**config.mk**
```make
export PLATFORM = sky130hd
export DESIGN_NAME = bfiu_top
export DESIGN_NICKNAME = d
export VERILOG_FILES = /design/src/hw/bfiu_pkg.sv /design/src/hw/bfiu_top.sv /design/src/hw/bfiu_shift_unit.sv /design/src/hw/bfiu_avalon_slave.sv
export SDC_FILE = /design/constraint.sdc
export NUM_CORES = 1
export LEC_CHECK = 0
export ABC_AREA = 1
export CORE_MARGIN = 3
export CORE_UTILIZATION = 45
export DETAILED_ROUTE_END_ITERATION = 8
export DONT_BUFFER_PORTS = 1
export RECOVER_POWER = 50
export SLEW_MARGIN = 20
export SYNTH_ARGS = -nofsm -noshare
export SYNTH_HDL_FRONTEND = slang
export SYNTH_SLANG_ARGS = --single-unit
```
**constraint.sdc**
```tcl
create_clock -name SYS_CLK -period 2.9 [get_ports SYS_CLK]
set_input_delay 0.29 -clock SYS_CLK [delete_from_list [all_inputs] [get_ports SYS_CLK]]
set_output_delay 0.29 -clock SYS_CLK [all_outputs]
set_load 0.01 [all_outputs]
```
**src/hw/bfiu_pkg.sv**
```systemverilog
// constants for the bit and flag instruction unit
package bfiu_pkg;
   // opcodes presented on the command port
   typedef enum logic [4:0] {
      OP_NOP                 = 5'h00,
      OP_ROTATE_LEFT_CARRY   = 5'h01,
      OP_ROTATE_RIGHT_CARRY  = 5'h02,
      OP_ARITH_SHIFT_RIGHT   = 5'h03,
      OP_NIBBLE_SWAP         = 5'h04,
      OP_BIT_TO_COPY_FLAG    = 5'h05,
      OP_COPY_FLAG_TO_BIT    = 5'h06,
      OP_OVERFLOW_FLAG_SET   = 5'h07,
      OP_OVERFLOW_FLAG_CLEAR = 5'h08,
      OP_SIGN_FLAG_SET       = 5'h09,
      OP_SIGN_FLAG_CLEAR     = 5'h0a,
      OP_HALF_CARRY_CLEAR    = 5'h0b,
      OP_SLEEP               = 5'h0c,
      OP_WATCHDOG_RESTART    = 5'h0d,
      OP_BREAK               = 5'h0e,
      OP_FLAG_SET            = 5'h0f,
      OP_FLAG_CLEAR          = 5'h10
   } bfiu_op_type;

   // status_register bit positions
   localparam int unsigned FLAG_C = 0;
   localparam int unsigned FLAG_Z = 1;
   localparam int unsigned FLAG_N = 2;
   localparam int unsigned FLAG_V = 3;
   localparam int unsigned FLAG_S = 4;
   localparam int unsigned FLAG_H = 5;
   localparam int unsigned FLAG_T = 6;
   localparam int unsigned FLAG_I = 7;

   localparam logic [7:0] STATUS_RESET = 8'h00;
   localparam logic [7:0] DATA_RESET   = 8'h00;

   // bus offsets (byte addresses, one word each)
   localparam logic [3:0] ADDR_OPERAND = 4'h0;
   localparam logic [3:0] ADDR_STATUS  = 4'h4;
   localparam logic [3:0] ADDR_COMMAND = 4'h8;
   localparam logic [3:0] ADDR_RESULT  = 4'hc;
   localparam logic [3:0] ADDR_EVENTS  = 4'h0;

   localparam int unsigned EXEC_CYCLES = 1;
endpackage

```
**src/hw/bfiu_top.sv**
```systemverilog
// bit and flag instruction unit with avalon-mm register access
`timescale 1ns/1ps
module bfiu_top (
   // clock, reset, enable
   input  wire logic        SYS_CLK,
   input  wire logic        RST,
   input  wire logic        CE,
   // avalon-mm slave
   input  wire logic [3:0]  AVS_ADDRESS,
   input  wire logic        AVS_READ,
   input  wire logic        AVS_WRITE,
   input  wire logic [31:0] AVS_WRITEDATA,
   output logic [31:0]      AVS_READDATA,
   output logic             AVS_WAITREQUEST,
   // machine control
   output logic             SLEEP_REQ,
   output logic             WATCHDOG_RESTART,
   output logic             DEBUG_BREAK
);
   logic        rd_stb;
   logic        wr_stb;
   logic        wait_c;
   logic [7:0]  operand_q;
   logic [7:0]  status_q;
   logic [7:0]  result_q;
   logic [31:0] rdata_q;
   logic        sleep_q;
   logic        wdr_q;
   logic        brk_q;
   logic [7:0]  alu_res;
   logic [7:0]  alu_stat;

   bfiu_avalon_slave u_slave (
      .clk         (SYS_CLK),
      .rst         (RST),
      .ce          (CE),
      .address     (AVS_ADDRESS),
      .read        (AVS_READ),
      .write       (AVS_WRITE),
      .waitrequest (wait_c),
      .rd_strobe   (rd_stb),
      .wr_strobe   (wr_stb)
   );

   wire logic       sel_operand = (AVS_ADDRESS == bfiu_pkg::ADDR_OPERAND);
   wire logic       sel_status  = (AVS_ADDRESS == bfiu_pkg::ADDR_STATUS);
   wire logic       sel_command = (AVS_ADDRESS == bfiu_pkg::ADDR_COMMAND);
   wire logic       sel_result  = (AVS_ADDRESS == bfiu_pkg::ADDR_RESULT);
   wire logic       exec        = wr_stb & sel_command;
   wire logic [4:0] cmd_op      = AVS_WRITEDATA[4:0];
   wire logic [2:0] cmd_bit     = AVS_WRITEDATA[10:8];

   bfiu_shift_unit u_alu (
      .op         (cmd_op),
      .bit_sel    (cmd_bit),
      .operand    (operand_q),
      .status_in  (status_q),
      .result     (alu_res),
      .status_out (alu_stat)
   );

   wire logic is_sleep = exec & (cmd_op == bfiu_pkg::OP_SLEEP);
   wire logic is_wdr   = exec & (cmd_op == bfiu_pkg::OP_WATCHDOG_RESTART);
   wire logic is_brk   = exec & (cmd_op == bfiu_pkg::OP_BREAK);

   logic [31:0] rdata_d;
   always_comb begin
      if (sel_operand) begin
         rdata_d = {24'h00_0000, operand_q};
      end else if (sel_status) begin
         rdata_d = {24'h00_0000, status_q};
      end else if (sel_result) begin
         rdata_d = {24'h00_0000, result_q};
      end else begin
         // command and unmapped offsets read zero
         rdata_d = 32'h0000_0000;
      end
   end

   // read data registered one cycle ahead: slave holds waitrequest that cycle
   always_ff @(posedge SYS_CLK or posedge RST) begin
      if (RST) begin
         rdata_q <= 32'h0000_0000;
      end else if (CE) begin
         rdata_q <= rdata_d;
      end
   end

   always_ff @(posedge SYS_CLK or posedge RST) begin
      if (RST) begin
         operand_q <= bfiu_pkg::DATA_RESET;
         status_q  <= bfiu_pkg::STATUS_RESET;
         result_q  <= bfiu_pkg::DATA_RESET;
      end else if (CE) begin
         if (exec) begin
            // result written back to operand so shifts chain like a register
            operand_q <= alu_res;
            result_q  <= alu_res;
            status_q  <= alu_stat;
         end else if (wr_stb & sel_operand) begin
            operand_q <= AVS_WRITEDATA[7:0];
         end else if (wr_stb & sel_status) begin
            status_q <= AVS_WRITEDATA[7:0];
         end
      end
   end

   // machine-control pulses, one cycle each, no flag change
   always_ff @(posedge SYS_CLK or posedge RST) begin
      if (RST) begin
         sleep_q <= 1'b0;
         wdr_q   <= 1'b0;
         brk_q   <= 1'b0;
      end else if (CE) begin
         sleep_q <= is_sleep;
         wdr_q   <= is_wdr;
         brk_q   <= is_brk;
      end
   end

   // waitrequest is combinational from the slave's pending flop, the request and the clock enable
   assign AVS_WAITREQUEST  = wait_c;
   assign AVS_READDATA     = rdata_q;
   assign SLEEP_REQ        = sleep_q;
   assign WATCHDOG_RESTART = wdr_q;
   assign DEBUG_BREAK      = brk_q;
endmodule // bfiu_top

```
**src/hw/bfiu_shift_unit.sv**
```systemverilog
// combinational data path of the shift and bit instructions
`timescale 1ns/1ps
module bfiu_shift_unit (
   // command
   input  wire logic [4:0] op,
   input  wire logic [2:0] bit_sel,
   // operands
   input  wire logic [7:0] operand,
   input  wire logic [7:0] status_in,
   // results
   output logic [7:0]      result,
   output logic [7:0]      status_out
);
   wire logic       c_in = status_in[bfiu_pkg::FLAG_C];
   wire logic       t_in = status_in[bfiu_pkg::FLAG_T];
   wire logic [7:0] rol_v = {operand[6:0], c_in};
   wire logic [7:0] ror_v = {c_in, operand[7:1]};
   wire logic [7:0] asr_v = {operand[7], operand[7:1]};
   wire logic [7:0] swp_v = {operand[3:0], operand[7:4]};
   wire logic [7:0] one_hot = 8'h01 << bit_sel;
   wire logic [7:0] bld_v = t_in ? (operand | one_hot) : (operand & ~one_hot);
   wire logic       bst_v = operand[bit_sel];

   logic [7:0] r;
   logic [7:0] s;
   logic       cout;
   logic       shift_op;
   always_comb begin
      r        = operand;
      s        = status_in;
      cout     = 1'b0;
      shift_op = 1'b0;
      case (op)
         bfiu_pkg::OP_ROTATE_LEFT_CARRY: begin
            r = rol_v;
            cout = operand[7];
            shift_op = 1'b1;
         end
         bfiu_pkg::OP_ROTATE_RIGHT_CARRY: begin
            r = ror_v;
            cout = operand[0];
            shift_op = 1'b1;
         end
         bfiu_pkg::OP_ARITH_SHIFT_RIGHT: begin
            r = asr_v;
            cout = operand[0];
            shift_op = 1'b1;
         end
         bfiu_pkg::OP_NIBBLE_SWAP:         r = swp_v;
         bfiu_pkg::OP_BIT_TO_COPY_FLAG:    s[bfiu_pkg::FLAG_T] = bst_v;
         bfiu_pkg::OP_COPY_FLAG_TO_BIT:    r = bld_v;
         bfiu_pkg::OP_OVERFLOW_FLAG_SET:   s[bfiu_pkg::FLAG_V] = 1'b1;
         bfiu_pkg::OP_OVERFLOW_FLAG_CLEAR: s[bfiu_pkg::FLAG_V] = 1'b0;
         bfiu_pkg::OP_SIGN_FLAG_SET:       s[bfiu_pkg::FLAG_S] = 1'b1;
         bfiu_pkg::OP_SIGN_FLAG_CLEAR:     s[bfiu_pkg::FLAG_S] = 1'b0;
         bfiu_pkg::OP_HALF_CARRY_CLEAR:    s[bfiu_pkg::FLAG_H] = 1'b0;
         bfiu_pkg::OP_FLAG_SET:            s[bit_sel] = 1'b1;
         bfiu_pkg::OP_FLAG_CLEAR:          s[bit_sel] = 1'b0;
         default: begin
         end
      endcase
      if (shift_op) begin
         // v = n xor c after the shift, s = n xor v
         s[bfiu_pkg::FLAG_C] = cout;
         s[bfiu_pkg::FLAG_Z] = (r == 8'h00);
         s[bfiu_pkg::FLAG_N] = r[7];
         s[bfiu_pkg::FLAG_V] = r[7] ^ cout;
         s[bfiu_pkg::FLAG_S] = cout;
      end
      result     = r;
      status_out = s;
   end
endmodule // bfiu_shift_unit

```
**src/hw/bfiu_avalon_slave.sv**
```systemverilog
// avalon-mm slave: access strobes and waitrequest for the unit's registers; address decode is in bfiu_top
`timescale 1ns/1ps
module bfiu_avalon_slave (
   // clock and reset
   input  wire logic        clk,
   input  wire logic        rst,
   input  wire logic        ce,
   // avalon side
   input  wire logic [3:0]  address,
   input  wire logic        read,
   input  wire logic        write,
   output logic             waitrequest,
   output logic             rd_strobe,
   output logic             wr_strobe
);
   // one wait cycle per access; strobes fire on the accepting edge
   // a low enable stretches the wait, else an access would be answered but lost
   logic pend_q;
   logic pend_d;
   wire logic req = read | write;
   assign pend_d      = req & ~pend_q;
   assign waitrequest = req & (~pend_q | ~ce);
   assign rd_strobe   = read & pend_q & ce;
   assign wr_strobe   = write & pend_q & ce;
   always_ff @(posedge clk or posedge rst) begin
      if (rst) begin
         pend_q <= 1'b0;
      end else if (ce) begin
         pend_q <= pend_d;
      end
   end
endmodule // bfiu_avalon_slave

```
==> results of run 1 <==
-- layer usage --
metal  global-route usage, %  up-vias  routed length [um]
met1                   35.13     1349                3939
met5                       0        -                   0
met4                   6.475        0                 172
met2                   36.51      112                3906
met3                   4.611       17                 584
li1                        -     1398                   -
-- worst max-delay path by stage --
stage / to / cells past startpoint / slack, ps / start
4_1_cts: status_q[5] / 10 / 960 / u_slave.pend_q
5_1_grt: SLEEP_REQ / 2 / 700 / RST
6_report: status_q[5] / 10 / 940 / u_slave.pend_q
3_3_place_gp: status_q[6] / 11 / 1040 / u_slave.pend_q
3_5_place_dp: status_q[5] / 10 / 960 / u_slave.pend_q
2_1_floorplan: status_q[6] / 9 / 1420 / AVS_WRITEDATA[1]
-- logic make-up (layout without fill, tap and decap cells) --
family                 count (synthesis)  count (layout)  synth area share, %
AND/OR/NAND/NOR                      226             226                35.12
buffers and inverters                 92              69                16.30
AO/OA/AOI/OAI                         83              83                17.17
flip-flops                            36              36                31.29
other                                  1              24               0.1303
-- cell usage in the layout, fill, tap and decap left out, types with 8 or more instances in the layout --
cell     netlist  final
o22ai_1       12     12
dfrtp_1       36     36
nand3_1       32     32
a21oi_1        8      8
nor2_1        51     52
nand2_1      108    108
conb_1         1     24
inv_1         48     48
inv_2          8      8
a31oi_1       12     12
nand4_1       13     13
o21ai_0       29     29
-- Yosys cell counts (5+ instances only) --
cell,instances
clkbuf_1,5
o211ai_1,6
o21ai_1,6
inv_2,8
a31oi_1,12
o21ai_0,29
buf_4,24
nor2_2,7
nand3_1,32
inv_1,48
nand4_1,13
dfrtp_1,36
o22ai_1,12
a21oi_1,8
nand2_1,108
nor2_1,51
-- where the power goes --
group          switching [mW]  internal [mW]
Clock                   0.202          0.193
Combinational           0.300          0.134
Sequential              0.118          0.616
-- cell type report --
type / count / area (sq um) / share of cell area [%]
Clock buffer: 7 / 86.33 / 2.951
Multi-Input combinational cell: 333 / 1593 / 54.45
Sequential cell: 36 / 900.9 / 30.80
Timing Repair Buffer: 5 / 33.78 / 1.155
Inverter: 56 / 210.2 / 7.186
Clock inverter: 1 / 7.507 / 0.2566
Tap cell: 75 / 93.84 / 3.208
-- critical path: stages, from the launching register on --
cell	delay [ps]
dfrtp_1	350
nand2_1	50
inv_1	70
nand2_1	120
nor2_4	300
buf_4	250
inv_2	110
nor2_1	160
nor2_1	120
a21oi_1	230
o21ai_1	100
==> results.cfg, run 1 <==
[clocking]
hold_buffers = 0
clock_sinks = 36
cts.clk_slew.worst_paths_ps = 90
root_buffer = clkbuf_8
cts_setup_buffers = 0
cts_resized = 0
h-tree-depth = 2
clock_latency_ps = 310
cts_buffers = 5
clock_path_buffers = 2
tritoncts = yes

[die]
num_rows = 28
start_util_pct = 47.50
io_pins = 77
die-area_sq_mm = 0.007393
fp.coreArea_sq_mm = 0.006061
die_h_um = 85.99
die_w_um = 85.99

[sta]
min_period_ps = 1960
holdWs_ps = 171.9
rsz0062_at_grt = no
slew_viol_final = 37
setup_tns_ps = 0
finalWorstSetupSlack_ps = 939.7
period_share_pct = 67.60
fmax_ghz = 0.5101
final.setup_skew_ps = 17.25
hold_viol = 0
worst_pin_slew_ps = 1995
setup_violations = 0
slew_headroom_pct = -33.00

[layout]
fill_cells = 643
post-route-util_pct = 48.27
drive_gt1_share_pct = 8.676
area_growth_pct = 1.608
fin_area_sq_mm = 0.002925
final_nets = 478
final_cell_count_no_fill = 513
diodes = 0

[synth]
yosysTopAreaCellShare_pct = 31.29
yosys_warnings = 0
ys_ff_latch = 36
yosysSeqAreaShare_pct = 31.29
async_flop_share_pct = 100.0
synth_area_leaders = dfrtp_1 31%, nand2_1 14%, nor2_1 6.6%
syn_area_sq_mm = 0.002879
yosys.area.top_type = dfrtp_1
yosys_most_used_dff = dfrtp_1
avgSynthCellArea_sq_um = 6.573
synth.distinct_cells = 32
syn_inst = 438
synth_edf_count = 0

[critical_path]
reg2reg_from = u_slave.pend_q
r2r-end = status_q[5]
crit_required_ps = 3100
critPathMaxFanout = 11
rr_worst_depth = 10
worstPathArrival_ps = 2160
rrSetupSlack_ps = 940
path_class = reg2reg
endpoint_kind = register
crit_path_start_kind = register

[drt]
drtPass1Iterations = 6
vias = 2876
wirelength_mm = 8.603
post-route-drc-count = 0
wire_per_inst_um = 16.77
ant_nets = 0
vias_per_cell = 5.606
drt_iter0_markers = 261

[min_path]
hp-start = CE
holdPathStages = 3
hold_class = in2reg
min_delay_worst_endpoint = u_slave.pend_q

[placed_design]
place_area_sq_mm = 0.002838
dp_hpwl_mm = 6.612
place_congestion = 0.9854
port_buffers = 0
place_ws_ps = 962.9
dp.cells = 505

[pwr]
ir_drop_uv = 390.1
power_leakage_nw = 1.450
cellPowerDensity_mw_per_mm2 = 534.8
power_mw = 1.565

[global_routing]
grt_use_total_pct = 24.16
grt_overflow_total = 0
grt_pass1_vias = 2552
grt_pass1_wl_mm = 13.87
antenna_found_initial = 0
grt_max_degree = 37

[run_status]
outcome = complete, but fails checks
violations = max-capacitance violations, max-slew violations

[job]
drv_cap = 1
Note: power is estimated with default switching activity, not from simulation.
==> run 2: changes to the inputs <==
==> constraint.sdc (replaced) <==
create_clock -name SYS_CLK -period 2 [get_ports SYS_CLK]
set_input_delay 0.2 -clock SYS_CLK [delete_from_list [all_inputs] [get_ports SYS_CLK]]
set_output_delay 0.2 -clock SYS_CLK [all_outputs]
set_load 0.01 [all_outputs]
==> results.cfg, run 2 (synthesis gave the netlist of run 1 again) <==
[clocking]
clock_latency_ps = 290
clock_sinks = 36
hold_buffers = 1
cts_buffers = 5
cts_setup_buffers = 0
cts_resized = 0
tritoncts = yes
h-tree-depth = 2
cts.clk_slew.worst_paths_ps = 80
root_buffer = clkbuf_8
clock_path_buffers = 2

[sta]
fmax_ghz = 0.5449
hold_viol = 0
worst_pin_slew_ps = 914.1
min_period_ps = 1835
slew_viol_final = 0
setup_tns_ps = 0
holdWs_ps = 97.96
setup_violations = 0
finalWorstSetupSlack_ps = 164.9
final.setup_skew_ps = 6.888
period_share_pct = 91.75
rsz0062_at_grt = no
slew_headroom_pct = 39.06

[drt]
wire_per_inst_um = 16.56
drtPass1Iterations = 5
wirelength_mm = 8.577
vias = 2890
ant_nets = 0
drt_iter0_markers = 263
vias_per_cell = 5.579
post-route-drc-count = 0

[run_status]
outcome = completed

[die]
die_w_um = 85.99
start_util_pct = 47.50
die_h_um = 85.99
die-area_sq_mm = 0.007393
io_pins = 77
num_rows = 28
fp.coreArea_sq_mm = 0.006061

[min_path]
hold_class = in2reg

[pwr]
cellPowerDensity_mw_per_mm2 = 752.8
power_leakage_nw = 1.474
power.internal_mw = 1.341
seqPwrFrac_pct = 48.3
ir_drop_uv = 494.5
p_sw_mw = 0.8870
switching_share_pct = 39.80
power_frac_comb_pct = 28.5
p_clk_share_pct = 23.2

[layout]
regArea_sq_um = 900.9
diodes = 0
fill_cells = 643
final_cell_mix = 108 x nand2_1, 51 x nor2_1, 48 x inv_1
area_growth_pct = 2.825
final_nets = 483
post-route-util_pct = 48.84
final_common_cell = nand2_1
final_cell_count_no_fill = 518
multi_input_area_sq_mm = 0.001595
drive_gt1_share_pct = 9.707

[global_routing]
antenna_found_initial = 0
grt_max_degree = 37
grt_pass1_wl_mm = 13.52
grt_use_total_pct = 23.41
grt_pass1_vias = 2644
grt_overflow_total = 0

[critical_path]
crit_path_start_kind = register
critPathMostFrequentCell = nor2_1
crit_chain = nand2_1, inv_1, nand2_1, nor2_4, nor2_1, nor2_1, nor2_1, nor2_1, a21oi_1
cpPeakStageDelay_ps = 430
crit_required_ps = 2210
endpoint_kind = register
worstPathArrival_ps = 2050
critPathBufInv = 1
cpLargestDelayFamily = simple AND/OR/NAND/NOR gates
path_class = reg2reg
cpMaxStageDelayCell = nor2_1
critPathMaxFanout = 8

[job]
drv_cap = 0

[placed_design]
place_congestion = 1.036
port_buffers = 0
dp_hpwl_mm = 6.805
dp.cells = 509
place_ws_ps = 255.4
run 2: area by class of cell:
cell class              instances  area share, %
repair buffers                 10          2.536
well taps                      75          3.170
clock buffers                   7          2.578
inverters                      56          7.101
flip-flops and latches         36          30.43
multi-input cells             333          53.89
clock inverters                 1         0.2959
run 2: through the flow:
stage | total power [mW] | instance area, sq um
final | 2.228 | 2960
after global routing | 2.375 | 2960
after CTS | 2.230 | 2963
after detailed placement | 1.706 | 2868
after floorplan | 1.542 | 2965
after global placement | 1.695 | 2868
run 2: worst paths after layout:
kind / startpoint / slack [ps] / cells after the start / endpoint
worst min register to register: result_q[7] / 490 / 2 / result_q[7]
worst max register to register: u_slave.pend_q / 160 / 9 / status_q[6]
worst max-delay path: u_slave.pend_q / 160 / 9 / status_q[6]
min in group asynchronous: RST / 620 / 3 / operand_q[7]
worst min-delay path: AVS_WRITEDATA[1] / 100 / 2 / operand_q[1]
max in group asynchronous: RST / 800 / 3 / WATCHDOG_RESTART
run 2: metal layers:
metal  wire length (um)  part of all wire [%]  vias to the layer above  GRT usage [%]
li1                   -                     -                     1411              -
met1               3946                    46                     1349          32.58
met2               3894                    45                      113          36.58
met3                523                   6.1                       17          4.131
met4                212                   2.5                        0          7.770
met5                  0                     0                        -              0
run 2: worst reg2reg max path: cells and delay by family (launching register included):
family | cells | cell delay, ps
AO/OA/AOI/OAI | 1 | 110
buffers and inverters | 1 | 60
flip-flops | 1 | 390
AND/OR/NAND/NOR | 7 | 1200
run 2: power by group through the flow:
stage	Combinational, mW	Clock [mW]	Sequential, mW
final	0.635	0.518	1.08
after global routing	0.726	0.557	1.09
after CTS	0.629	0.533	1.07
after detailed placement	0.624	0	1.08
after global placement	0.615	0	1.08
after floorplan	0.542	0	1.00
